<file path="config.mk">
export PLATFORM = sky130hd
export DESIGN_NAME = lf_wakeup_config_registers
export DESIGN_NICKNAME = d
export VERILOG_FILES = /design/src/logic/lf_wake_pkg.sv /design/src/logic/lf_wake_timers.sv /design/src/logic/lf_wakeup_config_registers.sv
export VERILOG_INCLUDE_DIRS = /design/src /design/src/logic
export SDC_FILE = /design/constraint.sdc
export NUM_CORES = 1
export LEC_CHECK = 0
export ABC_AREA = 1
export BUFFER_PORTS_ARGS = -buffer_cell sky130_fd_sc_hd__buf_2
export CORE_MARGIN = 2
export CORE_UTILIZATION = 64
export CTS_CLUSTER_DIAMETER = 80
export DETAILED_ROUTE_END_ITERATION = 12
export PLACE_DENSITY_LB_ADDON = 0.2
export SETUP_SLACK_MARGIN = 0.1
export SYNTH_ARGS = -nofsm -noshare
export SYNTH_HDL_FRONTEND = slang
export SYNTH_SLANG_ARGS = --single-unit
</file>
<file path="constraint.sdc">
create_clock -name clk_sys_i -period 5.9 [get_ports clk_sys_i]
set_input_delay 0.885 -clock clk_sys_i [delete_from_list [all_inputs] [get_ports clk_sys_i]]
set_output_delay 0.885 -clock clk_sys_i [all_outputs]
set_load 0.01 [all_outputs]
</file>
<file path="src/logic/lf_wake_consts.svh">
// Register map, reset values, command codes and timing constants of the wake-up register bank.
// Functional notes
// - Duty-cycle enable uses 1/2/4/8 ms off time.
// - Gain control may act on first burst only.
// - Gain control up-down when set, else down.
// - Optional double pattern match before wake-up.
// - Slicer absolute threshold reference select.
// - Slicer threshold reduction bit.
// - Pattern correlator mismatch tolerance field.
// - Carrier frequency detection strictness field.
// - Hysteresis 40 mV when clear, 20 mV set.
// - Hysteresis both edges or rising only.
// - Slicer time constant code, reset 100.
// - Envelope time constant code, reset 000.
// - Sixteen-bit pattern in two bytes, given defaults.
// - Bit rate code and timeout code fields.
// - Artificial wake pulse lasts 128 us per period.
// - Clear-false command zeroes false wake counter.
// - Six-bit address selects registers 0 to 13.
`ifndef LF_WAKE_CONSTS_SVH
`define LF_WAKE_CONSTS_SVH

`define CFG_COUNT 9
`define ADDR_RSSI 6'h0A
`define ADDR_FALSE 6'h0D

`define DEF_R0 8'h0E
`define DEF_R1 8'h23
`define DEF_R2 8'h00
`define DEF_R3 8'h20
`define DEF_R4 8'h10
`define DEF_R5 8'h69
`define DEF_R6 8'h96
`define DEF_R7 8'h0B
`define DEF_R8 8'h00

`define MASK_R0 8'h3F
`define MASK_R1 8'hF7
`define MASK_R2 8'hE3
`define MASK_R8 8'h07

`define MODE_WRITE 2'h0
`define MODE_READ 2'h1
`define MODE_DIRECT 2'h3

`define DC_CLEAR_WAKE 6'h00
`define DC_RESET_RSSI 6'h01
`define DC_TRIM_OSC 6'h02
`define DC_CLEAR_FALSE 6'h03
`define DC_PRESET 6'h04

`define CLK_MHZ 250
`define MS_TIME_US 1000
`define AW_PULSE_US 128

`define AW_P1_MS 23'h0003E8
`define AW_P2_MS 23'h001388
`define AW_P3_MS 23'h004E20
`define AW_P4_MS 23'h01D4C0
`define AW_P5_MS 23'h0DBBA0
`define AW_P6_MS 23'h36EE80
`define AW_P7_MS 23'h6DDD00

`endif

</file>
<file path="src/logic/lf_wake_pkg.sv">
// Types shared by the wake-up register bank.
`default_nettype none
package lf_wake_pkg;

  typedef enum logic [2:0] {
    st_idle,
    st_cmd,
    st_wdata,
    st_rdata,
    st_hold
  } sdi_state_e;

endpackage
`default_nettype wire

</file>
<file path="src/logic/lf_wake_timers.sv">
// Duty-cycle listening and artificial wake-up timers.
`timescale 1ns/10ps
`default_nettype none
`include "lf_wake_consts.svh"
module lf_wake_timers #(
  parameter int MS_CYC = 250000,
  parameter int AW_PULSE_CYC = 32000
) (
  input wire logic clk_sys_i,
  input wire logic rst_n_i,
  input wire logic run_i,
  input wire logic listen_en_i,
  input wire logic duty_en_i,
  input wire logic [1:0] off_code_i,
  input wire logic [2:0] aw_code_i,
  output logic amp_on_o,
  output logic aw_pulse_o
);

  localparam int DW = $clog2(MS_CYC);
  localparam int PW = $clog2(AW_PULSE_CYC);

  function automatic logic [22:0] aw_period(input logic [2:0] c);
    case (c)
      3'h1: aw_period = `AW_P1_MS;
      3'h2: aw_period = `AW_P2_MS;
      3'h3: aw_period = `AW_P3_MS;
      3'h4: aw_period = `AW_P4_MS;
      3'h5: aw_period = `AW_P5_MS;
      3'h6: aw_period = `AW_P6_MS;
      default: aw_period = `AW_P7_MS;
    endcase
  endfunction

  logic [DW-1:0] ms_div;
  logic [3:0] ms_cnt;
  logic [22:0] aw_cnt;
  logic [PW-1:0] pulse_cnt;

  wire ms_tick = (ms_div == DW'(MS_CYC - 1));
  wire [3:0] off_len = 4'h1 << off_code_i;
  wire duty_flip = amp_on_o | (ms_cnt == off_len - 4'h1);
  wire aw_hit = ms_tick && (aw_cnt == aw_period(aw_code_i) - 23'h000001);
  wire aw_run = run_i && (aw_code_i != 3'h0);
  wire pulse_end = (pulse_cnt == PW'(AW_PULSE_CYC - 1));

  always_ff @(posedge clk_sys_i or negedge rst_n_i) begin
    if (!rst_n_i) begin
      ms_div <= '0;
    end else begin
      ms_div <= ms_tick ? '0 : ms_div + 1'b1;
    end
  end

  // The on phase lasts one tick, the off phase the coded number of ticks.
  always_ff @(posedge clk_sys_i or negedge rst_n_i) begin
    if (!rst_n_i) begin
      amp_on_o <= 1'b0;
      ms_cnt <= 4'h0;
    end else if (!listen_en_i) begin
      amp_on_o <= 1'b0;
      ms_cnt <= 4'h0;
    end else if (!duty_en_i) begin
      amp_on_o <= 1'b1;
      ms_cnt <= 4'h0;
    end else if (ms_tick) begin
      amp_on_o <= duty_flip ? ~amp_on_o : amp_on_o;
      ms_cnt <= duty_flip ? 4'h0 : ms_cnt + 4'h1;
    end
  end

  always_ff @(posedge clk_sys_i or negedge rst_n_i) begin
    if (!rst_n_i) begin
      aw_cnt <= 23'h000000;
    end else if (!aw_run) begin
      aw_cnt <= 23'h000000;
    end else if (ms_tick) begin
      aw_cnt <= aw_hit ? 23'h000000 : aw_cnt + 23'h000001;
    end
  end

  always_ff @(posedge clk_sys_i or negedge rst_n_i) begin
    if (!rst_n_i) begin
      aw_pulse_o <= 1'b0;
      pulse_cnt <= '0;
    end else if (aw_run && aw_hit) begin
      aw_pulse_o <= 1'b1;
      pulse_cnt <= '0;
    end else if (aw_pulse_o) begin
      aw_pulse_o <= !pulse_end;
      pulse_cnt <= pulse_cnt + 1'b1;
    end
  end

  a_aw_pulse_len: assert property (@(posedge clk_sys_i) disable iff (!rst_n_i)
    $fell(aw_pulse_o) |-> $past(pulse_cnt) == PW'(AW_PULSE_CYC - 1))
    else $error("artificial wake pulse has the wrong length");

  a_aw_disabled: assert property (@(posedge clk_sys_i) disable iff (!rst_n_i)
    $rose(aw_pulse_o) |-> $past(aw_code_i) != 3'h0 && $past(run_i))
    else $error("artificial wake raised while disabled");

  a_duty_static: assert property (@(posedge clk_sys_i) disable iff (!rst_n_i)
    listen_en_i && !duty_en_i |=> amp_on_o)
    else $error("channel not on in continuous listening");

endmodule // lf_wake_timers
`default_nettype wire

</file>
<file path="src/logic/lf_wakeup_config_registers.sv">
// Register bank of the wake-up receiver behind its four-wire serial port.
`timescale 1ns/10ps
`default_nettype none
`include "lf_wake_consts.svh"
module lf_wakeup_config_registers #(
  parameter int MS_CYC = `MS_TIME_US * `CLK_MHZ,
  parameter int AW_PULSE_CYC = `AW_PULSE_US * `CLK_MHZ
) (
  input wire logic clk_sys_i,
  input wire logic rst_n_i,
  input wire logic cs_i,
  input wire logic sclk_i,
  input wire logic sdi_i,
  output logic sdo_o,
  output logic sdo_oe_o,
  input wire logic [4:0] signal_strength_value_i,
  input wire logic false_wake_i,
  output logic power_down_o,
  output logic channel_enable_o,
  output logic duty_cycle_enable_o,
  output logic slicer_absolute_ref_o,
  output logic gain_first_burst_only_o,
  output logic gain_bidirectional_o,
  output logic antenna_damper_enable_o,
  output logic double_pattern_enable_o,
  output logic correlator_enable_o,
  output logic osc_enable_o,
  output logic slicer_threshold_reduce_o,
  output logic [1:0] pattern_tolerance_o,
  output logic [1:0] frequency_tolerance_o,
  output logic small_hysteresis_select_o,
  output logic rising_only_hysteresis_o,
  output logic [2:0] slicer_time_constant_o,
  output logic [2:0] envelope_time_constant_o,
  output logic [1:0] damping_resistor_select_o,
  output logic [3:0] gain_reduction_o,
  output logic [15:0] wake_pattern_o,
  output logic [2:0] timeout_code_o,
  output logic [4:0] bit_rate_code_o,
  output logic amp_on_o,
  output logic artificial_wake_o,
  output logic clear_wake_o,
  output logic reset_rssi_o,
  output logic trim_osc_o
);

  localparam logic [7:0] CFG_DEF [0:`CFG_COUNT-1] = '{
    `DEF_R0, `DEF_R1, `DEF_R2, `DEF_R3, `DEF_R4,
    `DEF_R5, `DEF_R6, `DEF_R7, `DEF_R8
  };

  localparam logic [7:0] CFG_MASK [0:`CFG_COUNT-1] = '{
    `MASK_R0, `MASK_R1, `MASK_R2, 8'hFF, 8'hFF,
    8'hFF, 8'hFF, 8'hFF, `MASK_R8
  };

  //////////////////////////////////////////////////////////////////////////////
  // Pin synchronisers and serial clock edge.

  logic cs_m;
  logic cs_s;
  logic sclk_m;
  logic sclk_s;
  logic sclk_d;
  logic sdi_m;
  logic sdi_s;

  always_ff @(posedge clk_sys_i or negedge rst_n_i) begin
    if (!rst_n_i) begin
      cs_m <= 1'b0;
      cs_s <= 1'b0;
      sclk_m <= 1'b0;
      sclk_s <= 1'b0;
      sclk_d <= 1'b0;
      sdi_m <= 1'b0;
      sdi_s <= 1'b0;
    end else begin
      cs_m <= cs_i;
      cs_s <= cs_m;
      sclk_m <= sclk_i;
      sclk_s <= sclk_m;
      sclk_d <= sclk_s;
      sdi_m <= sdi_i;
      sdi_s <= sdi_m;
    end
  end

  // Data and clock share the same delay, so sampling at the seen falling
  // edge matches what the host meant; the host must keep its minimum timing.
  wire fall = sclk_d & ~sclk_s;

  //////////////////////////////////////////////////////////////////////////////
  // Serial command decoder.

  lf_wake_pkg::sdi_state_e state;
  lf_wake_pkg::sdi_state_e next_state;
  logic [2:0] bit_cnt;
  logic [6:0] shift;
  logic [5:0] addr;
  logic [7:0] cfg [0:`CFG_COUNT-1];
  logic [7:0] sdo_sh;
  logic [7:0] false_wake_count;
  logic [4:0] signal_strength;

  wire byte_done = fall && (bit_cnt == 3'h7);
  wire [7:0] in_byte = {shift, sdi_s};
  wire [1:0] cmd_mode = in_byte[7:6];
  wire [5:0] cmd_addr = in_byte[5:0];
  wire in_cmd = (state == lf_wake_pkg::st_cmd);
  wire cmd_done = in_cmd && byte_done;
  wire is_read = cmd_done && (cmd_mode == `MODE_READ);
  wire is_direct = cmd_done && (cmd_mode == `MODE_DIRECT);
  wire wr_stb = byte_done && (state == lf_wake_pkg::st_wdata);
  wire rd_next = byte_done && (state == lf_wake_pkg::st_rdata);
  wire [5:0] inc_addr = addr + 6'h01;
  wire [5:0] rd_addr = in_cmd ? cmd_addr : inc_addr;

  wire preset_stb = is_direct && (cmd_addr == `DC_PRESET);
  wire clr_false = is_direct && (cmd_addr == `DC_CLEAR_FALSE);

  // Only the nine stored registers take writes; the rest are read-only.
  wire wr_hit = wr_stb && (addr < 6'(`CFG_COUNT));
  wire [3:0] wr_idx = addr[3:0];
  wire [7:0] wr_mask = CFG_MASK[wr_idx];
  wire [7:0] wr_merged = (cfg[wr_idx] & ~wr_mask) | (in_byte & wr_mask);

  // Register 9 and the unused registers read as zero.
  wire rd_cfg = rd_addr < 6'(`CFG_COUNT);
  wire rd_rssi = rd_addr == `ADDR_RSSI;
  wire rd_fw = rd_addr == `ADDR_FALSE;
  wire [7:0] rd_byte = rd_cfg ? cfg[rd_addr[3:0]] :
                       rd_rssi ? {3'h0, signal_strength} :
                       rd_fw ? false_wake_count : 8'h00;

  always_comb begin
    next_state = state;
    unique case (state)
      lf_wake_pkg::st_idle: begin
        if (cs_s) begin
          next_state = lf_wake_pkg::st_cmd;
        end
      end
      lf_wake_pkg::st_cmd: begin
        if (byte_done) begin
          if (cmd_mode == `MODE_WRITE) begin
            next_state = lf_wake_pkg::st_wdata;
          end else if (cmd_mode == `MODE_READ) begin
            next_state = lf_wake_pkg::st_rdata;
          end else begin
            next_state = lf_wake_pkg::st_hold;
          end
        end
      end
      lf_wake_pkg::st_wdata,
      lf_wake_pkg::st_rdata,
      lf_wake_pkg::st_hold: begin
        next_state = state;
      end
    endcase
    if (!cs_s) begin
      next_state = lf_wake_pkg::st_idle;
    end
  end

  always_ff @(posedge clk_sys_i or negedge rst_n_i) begin
    if (!rst_n_i) begin
      state <= lf_wake_pkg::st_idle;
      bit_cnt <= 3'h0;
      shift <= 7'h00;
    end else begin
      state <= next_state;
      bit_cnt <= (!cs_s) ? 3'h0 : (fall ? bit_cnt + 3'h1 : bit_cnt);
      shift <= fall ? in_byte[6:0] : shift;
    end
  end

  // Consecutive bytes in one frame go to the following address.
  always_ff @(posedge clk_sys_i or negedge rst_n_i) begin
    if (!rst_n_i) begin
      addr <= 6'h00;
    end else if (cmd_done) begin
      addr <= cmd_addr;
    end else if (wr_stb || rd_next) begin
      addr <= inc_addr;
    end
  end

  //////////////////////////////////////////////////////////////////////////////
  // Read data shifter.

  always_ff @(posedge clk_sys_i or negedge rst_n_i) begin
    if (!rst_n_i) begin
      sdo_sh <= 8'h00;
      sdo_o <= 1'b0;
      sdo_oe_o <= 1'b0;
    end else begin
      sdo_oe_o <= cs_s;
      if (is_read || rd_next) begin
        sdo_sh <= {rd_byte[6:0], 1'b0};
        sdo_o <= rd_byte[7];
      end else if (fall && state == lf_wake_pkg::st_rdata) begin
        sdo_sh <= {sdo_sh[6:0], 1'b0};
        sdo_o <= sdo_sh[7];
      end else if (!cs_s) begin
        sdo_o <= 1'b0;
      end
    end
  end

  //////////////////////////////////////////////////////////////////////////////
  // Configuration storage.

  // A restore of defaults reloads all nine registers with their reset values,
  // which leave the two reserved bits of register 0 clear.
  always_ff @(posedge clk_sys_i or negedge rst_n_i) begin
    if (!rst_n_i) begin
      for (int i = 0; i < `CFG_COUNT; i++) begin
        cfg[i] <= CFG_DEF[i];
      end
    end else if (preset_stb) begin
      for (int i = 0; i < `CFG_COUNT; i++) begin
        cfg[i] <= CFG_DEF[i];
      end
    end else if (wr_hit) begin
      cfg[wr_idx] <= wr_merged;
    end
  end

  // An event in the same cycle as a clear is counted after the clear.
  wire fw_inc = false_wake_i && (false_wake_count != 8'hFF);
  wire [7:0] next_fw = clr_false ? {7'h00, false_wake_i} :
                       (fw_inc ? false_wake_count + 8'h01 : false_wake_count);

  always_ff @(posedge clk_sys_i or negedge rst_n_i) begin
    if (!rst_n_i) begin
      false_wake_count <= 8'h00;
      signal_strength <= 5'h00;
    end else begin
      false_wake_count <= next_fw;
      signal_strength <= signal_strength_value_i;
    end
  end

  always_ff @(posedge clk_sys_i or negedge rst_n_i) begin
    if (!rst_n_i) begin
      clear_wake_o <= 1'b0;
      reset_rssi_o <= 1'b0;
      trim_osc_o <= 1'b0;
    end else begin
      clear_wake_o <= is_direct && (cmd_addr == `DC_CLEAR_WAKE);
      reset_rssi_o <= is_direct && (cmd_addr == `DC_RESET_RSSI);
      trim_osc_o <= is_direct && (cmd_addr == `DC_TRIM_OSC);
    end
  end

  //////////////////////////////////////////////////////////////////////////////
  // Field outputs.

  assign duty_cycle_enable_o = cfg[0][5];
  assign channel_enable_o = cfg[0][1];
  assign power_down_o = cfg[0][0];
  assign slicer_absolute_ref_o = cfg[1][7];
  assign gain_first_burst_only_o = cfg[1][6];
  assign gain_bidirectional_o = cfg[1][5];
  assign antenna_damper_enable_o = cfg[1][4];
  assign double_pattern_enable_o = cfg[1][2];
  assign correlator_enable_o = cfg[1][1];
  assign osc_enable_o = cfg[1][0];
  assign slicer_threshold_reduce_o = cfg[2][7];
  assign pattern_tolerance_o = cfg[2][6:5];
  assign frequency_tolerance_o = cfg[2][1:0];
  assign small_hysteresis_select_o = cfg[3][7];
  assign rising_only_hysteresis_o = cfg[3][6];
  assign slicer_time_constant_o = cfg[3][5:3];
  assign envelope_time_constant_o = cfg[3][2:0];
  assign damping_resistor_select_o = cfg[4][5:4];
  assign gain_reduction_o = cfg[4][3:0];
  assign wake_pattern_o = {cfg[6], cfg[5]};
  assign timeout_code_o = cfg[7][7:5];
  assign bit_rate_code_o = cfg[7][4:0];

  lf_wake_timers #(
    .MS_CYC(MS_CYC),
    .AW_PULSE_CYC(AW_PULSE_CYC)
  ) u_timers (
    .clk_sys_i(clk_sys_i),
    .rst_n_i(rst_n_i),
    .run_i(~cfg[0][0]),
    .listen_en_i(cfg[0][1] & ~cfg[0][0]),
    .duty_en_i(cfg[0][5]),
    .off_code_i(cfg[4][7:6]),
    .aw_code_i(cfg[8][2:0]),
    .amp_on_o(amp_on_o),
    .aw_pulse_o(artificial_wake_o)
  );

  //////////////////////////////////////////////////////////////////////////////
  // Checks.

  a_agc_fields: assert property (@(posedge clk_sys_i) disable iff (!rst_n_i)
    wr_stb && addr == 6'h01 |=> {slicer_absolute_ref_o, gain_first_burst_only_o,
      gain_bidirectional_o, double_pattern_enable_o} ==
      {$past(in_byte[7]), $past(in_byte[6]), $past(in_byte[5]), $past(in_byte[2])})
    else $error("control register 1 fields not updated");

  a_tol_fields: assert property (@(posedge clk_sys_i) disable iff (!rst_n_i)
    wr_stb && addr == 6'h02 |=> {slicer_threshold_reduce_o, pattern_tolerance_o,
      frequency_tolerance_o} == {$past(in_byte[7:5]), $past(in_byte[1:0])})
    else $error("tolerance fields not updated");

  a_slicer_fields: assert property (@(posedge clk_sys_i) disable iff (!rst_n_i)
    wr_stb && addr == 6'h03 |=> {small_hysteresis_select_o, rising_only_hysteresis_o,
      slicer_time_constant_o, envelope_time_constant_o} == $past(in_byte))
    else $error("slicer fields not updated");

  a_timing_fields: assert property (@(posedge clk_sys_i) disable iff (!rst_n_i)
    wr_stb && addr == 6'h07 |=> {timeout_code_o, bit_rate_code_o} == $past(in_byte))
    else $error("timing fields not updated");

  a_preset_values: assert property (@(posedge clk_sys_i) disable iff (!rst_n_i)
    preset_stb |=> wake_pattern_o == {`DEF_R6, `DEF_R5} && channel_enable_o &&
      !power_down_o && osc_enable_o && correlator_enable_o && gain_bidirectional_o)
    else $error("defaults not restored");

  a_clear_false: assert property (@(posedge clk_sys_i) disable iff (!rst_n_i)
    clr_false && !false_wake_i |=> false_wake_count == 8'h00)
    else $error("false wake counter not cleared");

  a_ro_counter: assert property (@(posedge clk_sys_i) disable iff (!rst_n_i)
    wr_stb && addr == `ADDR_FALSE && !false_wake_i |=> $stable(false_wake_count))
    else $error("write changed the read-only counter");

  a_read_first_bit: assert property (@(posedge clk_sys_i) disable iff (!rst_n_i)
    is_read && cmd_addr == 6'h06 |=> sdo_o == cfg[6][7] ##1 sdo_oe_o)
    else $error("read data not presented on the serial output");

  a_sdo_release: assert property (@(posedge clk_sys_i) disable iff (!rst_n_i)
    !cs_s |=> !sdo_oe_o && !sdo_o)
    else $error("serial output still driven after deselect");

  a_fw_count: assert property (@(posedge clk_sys_i) disable iff (!rst_n_i)
    false_wake_i && !clr_false && false_wake_count != 8'hFF |=>
      false_wake_count == $past(false_wake_count) + 8'h01)
    else $error("false wake counter did not advance");

  a_rsvd_agc_bit: assert property (@(posedge clk_sys_i) disable iff (!rst_n_i)
    wr_stb && addr == 6'h01 |=> !cfg[1][3])
    else $error("reserved control bit took a write");

  a_rsvd_tol_bits: assert property (@(posedge clk_sys_i) disable iff (!rst_n_i)
    wr_stb && addr == 6'h02 |=> cfg[2][4:2] == 3'h0)
    else $error("reserved tolerance bits took a write");

endmodule // lf_wakeup_config_registers
`default_nettype wire

</file>
==> out/results.ini <==
[status]
status=finished, final reports clean

[logic_synthesis]
synthesis.yosys.warnings=0
synth_top_flop_cell=sky130_fd_sc_hd__dfrtp_1
synth.ff_latch_count=185
seq_area_frac_synth_pct=43.1
synth_enable_flop_cells=0
synthesis.area_per_instance_um2=7.28
syn-instance-count=1482
distinct_cell_type_count_of_the_synthesized_netlist=45
number_of_nets_in_the_synthesized_netlist=1504
ys_async_sr_fraction_pct=100
netlist_area_um2=10800

[sta]
finalMaxSlewViolations=0
timing_hold_violations_final=0
hold_slack_ns=0.351
setup_viol=0
fin_crit_sh_pct=59.1
min_period_ns=3.49
worst_slew_margin_rel_pct=24.4
maxClockFrequency_mhz=287
max_slew.worst_pin.slew_ns=1.13
setup_total_negative_slack_ns=0
fin_skew_ns=0.00986
grt_setup_unrepaired=no

[detailed_routing]
route.detailed.drc=0
drt_pass_1_iters=6
first_iter_violations=736
dr_total_vias=9968
routed_wirelength_um=28800
post_drt_via_cell_ratio=5.75
antenna_left=0
avgRoutedWirePerCell_um=16.6

[clocking]
clock_insertion_delay_worst_skew_ns=0.44
cts_htree_levels=4
tritoncts=yes
post_cts_buffers=0
ctsHoldBuffers=0
cts.clk_slew.worst_paths_ns=0.08
cts_resized=0
cts_buffers=17
clock-sinks=185
ctsRootBufferMaster=sky130_fd_sc_hd__clkbuf_16
max-clock-path-buffers=2

[floorplan]
floorplan.die.height_um=134
die_w_um=134
area_of_the_core_um2=16500
floorplan.initialDensity_pct=65.3
die-area_um2=17900
std_cell_rows=47
boundaryPins=71

[grt]
grtUsageMet2_pct=54.7
globalRouteMet1Util_pct=43.5
grt.overflow.total=0
grt_start_max_net_pins=69
globalRouteTotalUtil_pct=33.4
gr-usage-met3_pct=5.78
grt_pass1_vias=9386
grt_first_pass_wirelength_um=47100
number_of_antenna_violations_at_the_first_check_in_global_routing=0
top_usage_layer=met2

[power]
finalPower_uw=3220
comb_power_share_pct=19.8
share_seq_of_total_power_pct=42.5
p_per_area_nw_per_um2=277
power_leakage_uw=0.00613
internal_power_uw=2170
irDropWorstVdd_mv=0.217
power.switching_uw=1050
p_clk_share_pct=37.7
power.switching_fraction_pct=32.6

[placement]
globalplace.congestion=1.02
dp_hpwl_um=20700
port_buffers=70
post_dp_cell_area_um2=11000

[critical_path]
worstPathMaxFanout=17
ws_path_type=reg2reg
cp.required_ns=6.28
critPathArrivalTime_ns=3.87
critical_path.startpoint_type=flip-flop
critical_path.endpoint_type=flip-flop

[flow_run]
cap_violations=0

[final_layout]
antenna-diode-count=0
final_area_um2=11600
utilization_pct=70.3
area_growth_pct=7.73
final_net_count=1522
drive_above_1_share_pct=10.1
fillers=1425

[min_path]
hold_path_class=reg2reg

[worst max-delay path: stages, from the launching register on]
cell,delay (ns)
sky130_fd_sc_hd__dfrtp_1,0.52
sky130_fd_sc_hd__inv_1,0.44
sky130_fd_sc_hd__ha_1,0.27
sky130_fd_sc_hd__inv_1,0.08
sky130_fd_sc_hd__nor2_1,0.12
sky130_fd_sc_hd__inv_1,0.09
sky130_fd_sc_hd__a21oi_1,0.13
sky130_fd_sc_hd__inv_1,0.05
sky130_fd_sc_hd__nor2_1,0.69
sky130_fd_sc_hd__nand3_1,0.54
sky130_fd_sc_hd__nand2_1,0.30
sky130_fd_sc_hd__o22ai_1,0.11
sky130_fd_sc_hd__inv_1,0.09
[layout make-up]
| class | instances | area (µm²) | area share, % |
|---|---|---|---|
| multi-input combinational | 990 | 4800 | 41.3 |
| clock inverter | 14 | 184 | 1.58 |
| clock buffer | 18 | 439 | 3.78 |
| timing repair buffer | 77 | 412 | 3.54 |
| tap | 220 | 275 | 2.37 |
| sequential | 185 | 4650 | 40.0 |
| inverter | 229 | 860 | 7.40 |
[cells by family after synthesis]
| family | share of synthesized area [%] |
|---|---|
| AO/OA/AOI/OAI | 10.3 |
| AND/OR/NAND/NOR | 29.6 |
| buffers and inverters | 12.4 |
| adder cells (fa/ha/maj) | 1.28 |
| XOR/XNOR | 3.25 |
| flip-flops | 43.1 |
[Yosys cell counts, types with 2 or more instances]
library cell	instances	share of area, %
sky130_fd_sc_hd__inv_2	4	0.14
sky130_fd_sc_hd__nand2_1	390	14
sky130_fd_sc_hd__clkbuf_1	17	0.59
sky130_fd_sc_hd__dfstp_2	19	4.6
sky130_fd_sc_hd__buf_2	18	0.84
sky130_fd_sc_hd__nand3b_1	2	0.14
sky130_fd_sc_hd__clkinv_1	2	0.070
sky130_fd_sc_hd__nand3_1	150	7.0
sky130_fd_sc_hd__o211ai_1	6	0.42
sky130_fd_sc_hd__dfrtp_1	166	39
sky130_fd_sc_hd__nor3_1	21	0.97
sky130_fd_sc_hd__o21ai_2	4	0.32
sky130_fd_sc_hd__o41ai_1	3	0.24
sky130_fd_sc_hd__ha_1	11	1.3
sky130_fd_sc_hd__o31ai_1	2	0.14
sky130_fd_sc_hd__nor2_2	7	0.41
sky130_fd_sc_hd__nor2_1	128	4.5
sky130_fd_sc_hd__nor4_1	9	0.52
sky130_fd_sc_hd__inv_1	223	7.8
sky130_fd_sc_hd__xnor2_1	8	0.65
sky130_fd_sc_hd__a21oi_1	36	1.7
sky130_fd_sc_hd__o22ai_1	43	2.5
sky130_fd_sc_hd__buf_4	43	3.0
sky130_fd_sc_hd__a22oi_1	6	0.42
sky130_fd_sc_hd__nand4_1	29	1.7
sky130_fd_sc_hd__o21ai_0	83	3.9
sky130_fd_sc_hd__xor2_1	32	2.6
sky130_fd_sc_hd__nand3_2	3	0.28
[cells in the final DEF, fill, tap and decap left out, types with 32 or more instances in the layout]
cell and instances:
sky130_fd_sc_hd__a21oi_1 36, sky130_fd_sc_hd__buf_2 69, sky130_fd_sc_hd__dfrtp_1 166, sky130_fd_sc_hd__inv_1 223, sky130_fd_sc_hd__nand2_1 390, sky130_fd_sc_hd__nand3_1 150, sky130_fd_sc_hd__nor2_1 128, sky130_fd_sc_hd__o21ai_0 83
sky130_fd_sc_hd__o22ai_1 43, sky130_fd_sc_hd__xor2_1 32
[per-stage QoR]
step	std cells	worst slack, ns
3_3_place_gp	1701	2.53
5_1_grt	1733	2.05
4_1_cts	1733	2.48
6_report	1733	2.41
3_5_place_dp	1701	2.50
2_1_floorplan	1482	3.51
[worst paths after layout]
kind,startpoint,endpoint,slack (ns),depth (start not counted)
setup / recovery,addr[0],gain_bidirectional_o,2.41,12
hold / removal,sdi_m,sdi_s,0.35,0
setup reg to reg,addr[0],gain_bidirectional_o,2.41,12
hold reg to reg,sdi_m,sdi_s,0.35,0
max in group asynchronous,rst_n_i,false_wake_count[5],4.26,2
min in group asynchronous,rst_n_i,u_timers.ms_div[5],0.40,1
[power by group through the flow]
stage / sequential (µW) / clock [µW] / combinational, µW
5_1_grt: 1370 / 1280 / 709
6_report: 1370 / 1220 / 637
2_1_floorplan: 1370 / 0 / 456
3_5_place_dp: 1390 / 0 / 624
4_1_cts: 1370 / 1220 / 625
3_3_place_gp: 1390 / 0 / 615
[sequential cells by signal, summed over array words and instances (netlist names), 2 cells and up]
signal                     count
u_timers.aw_cnt               23
cfg                           19
u_timers.ms_div               18
wake_pattern_o                16
u_timers.pulse_cnt            15
false_wake_count               8
sdo_sh                         7
shift                          7
addr                           6
bit_rate_code_o                5
signal_strength                5
gain_reduction_o               4
u_timers.ms_cnt                4
bit_cnt                        3
envelope_time_constant_o       3
slicer_time_constant_o         3
state                          3
timeout_code_o                 3
damping_resistor_select_o      2
frequency_tolerance_o          2
pattern_tolerance_o            2
[layer usage]
metal  vias to the layer above  wire length [µm]
li1                       4767                 -
met1                      4732             11800
met2                       379             13800
met3                        90              1840
met4                         0              1260
met5                         -                 0
Note: power is estimated with default switching activity, not from simulation.
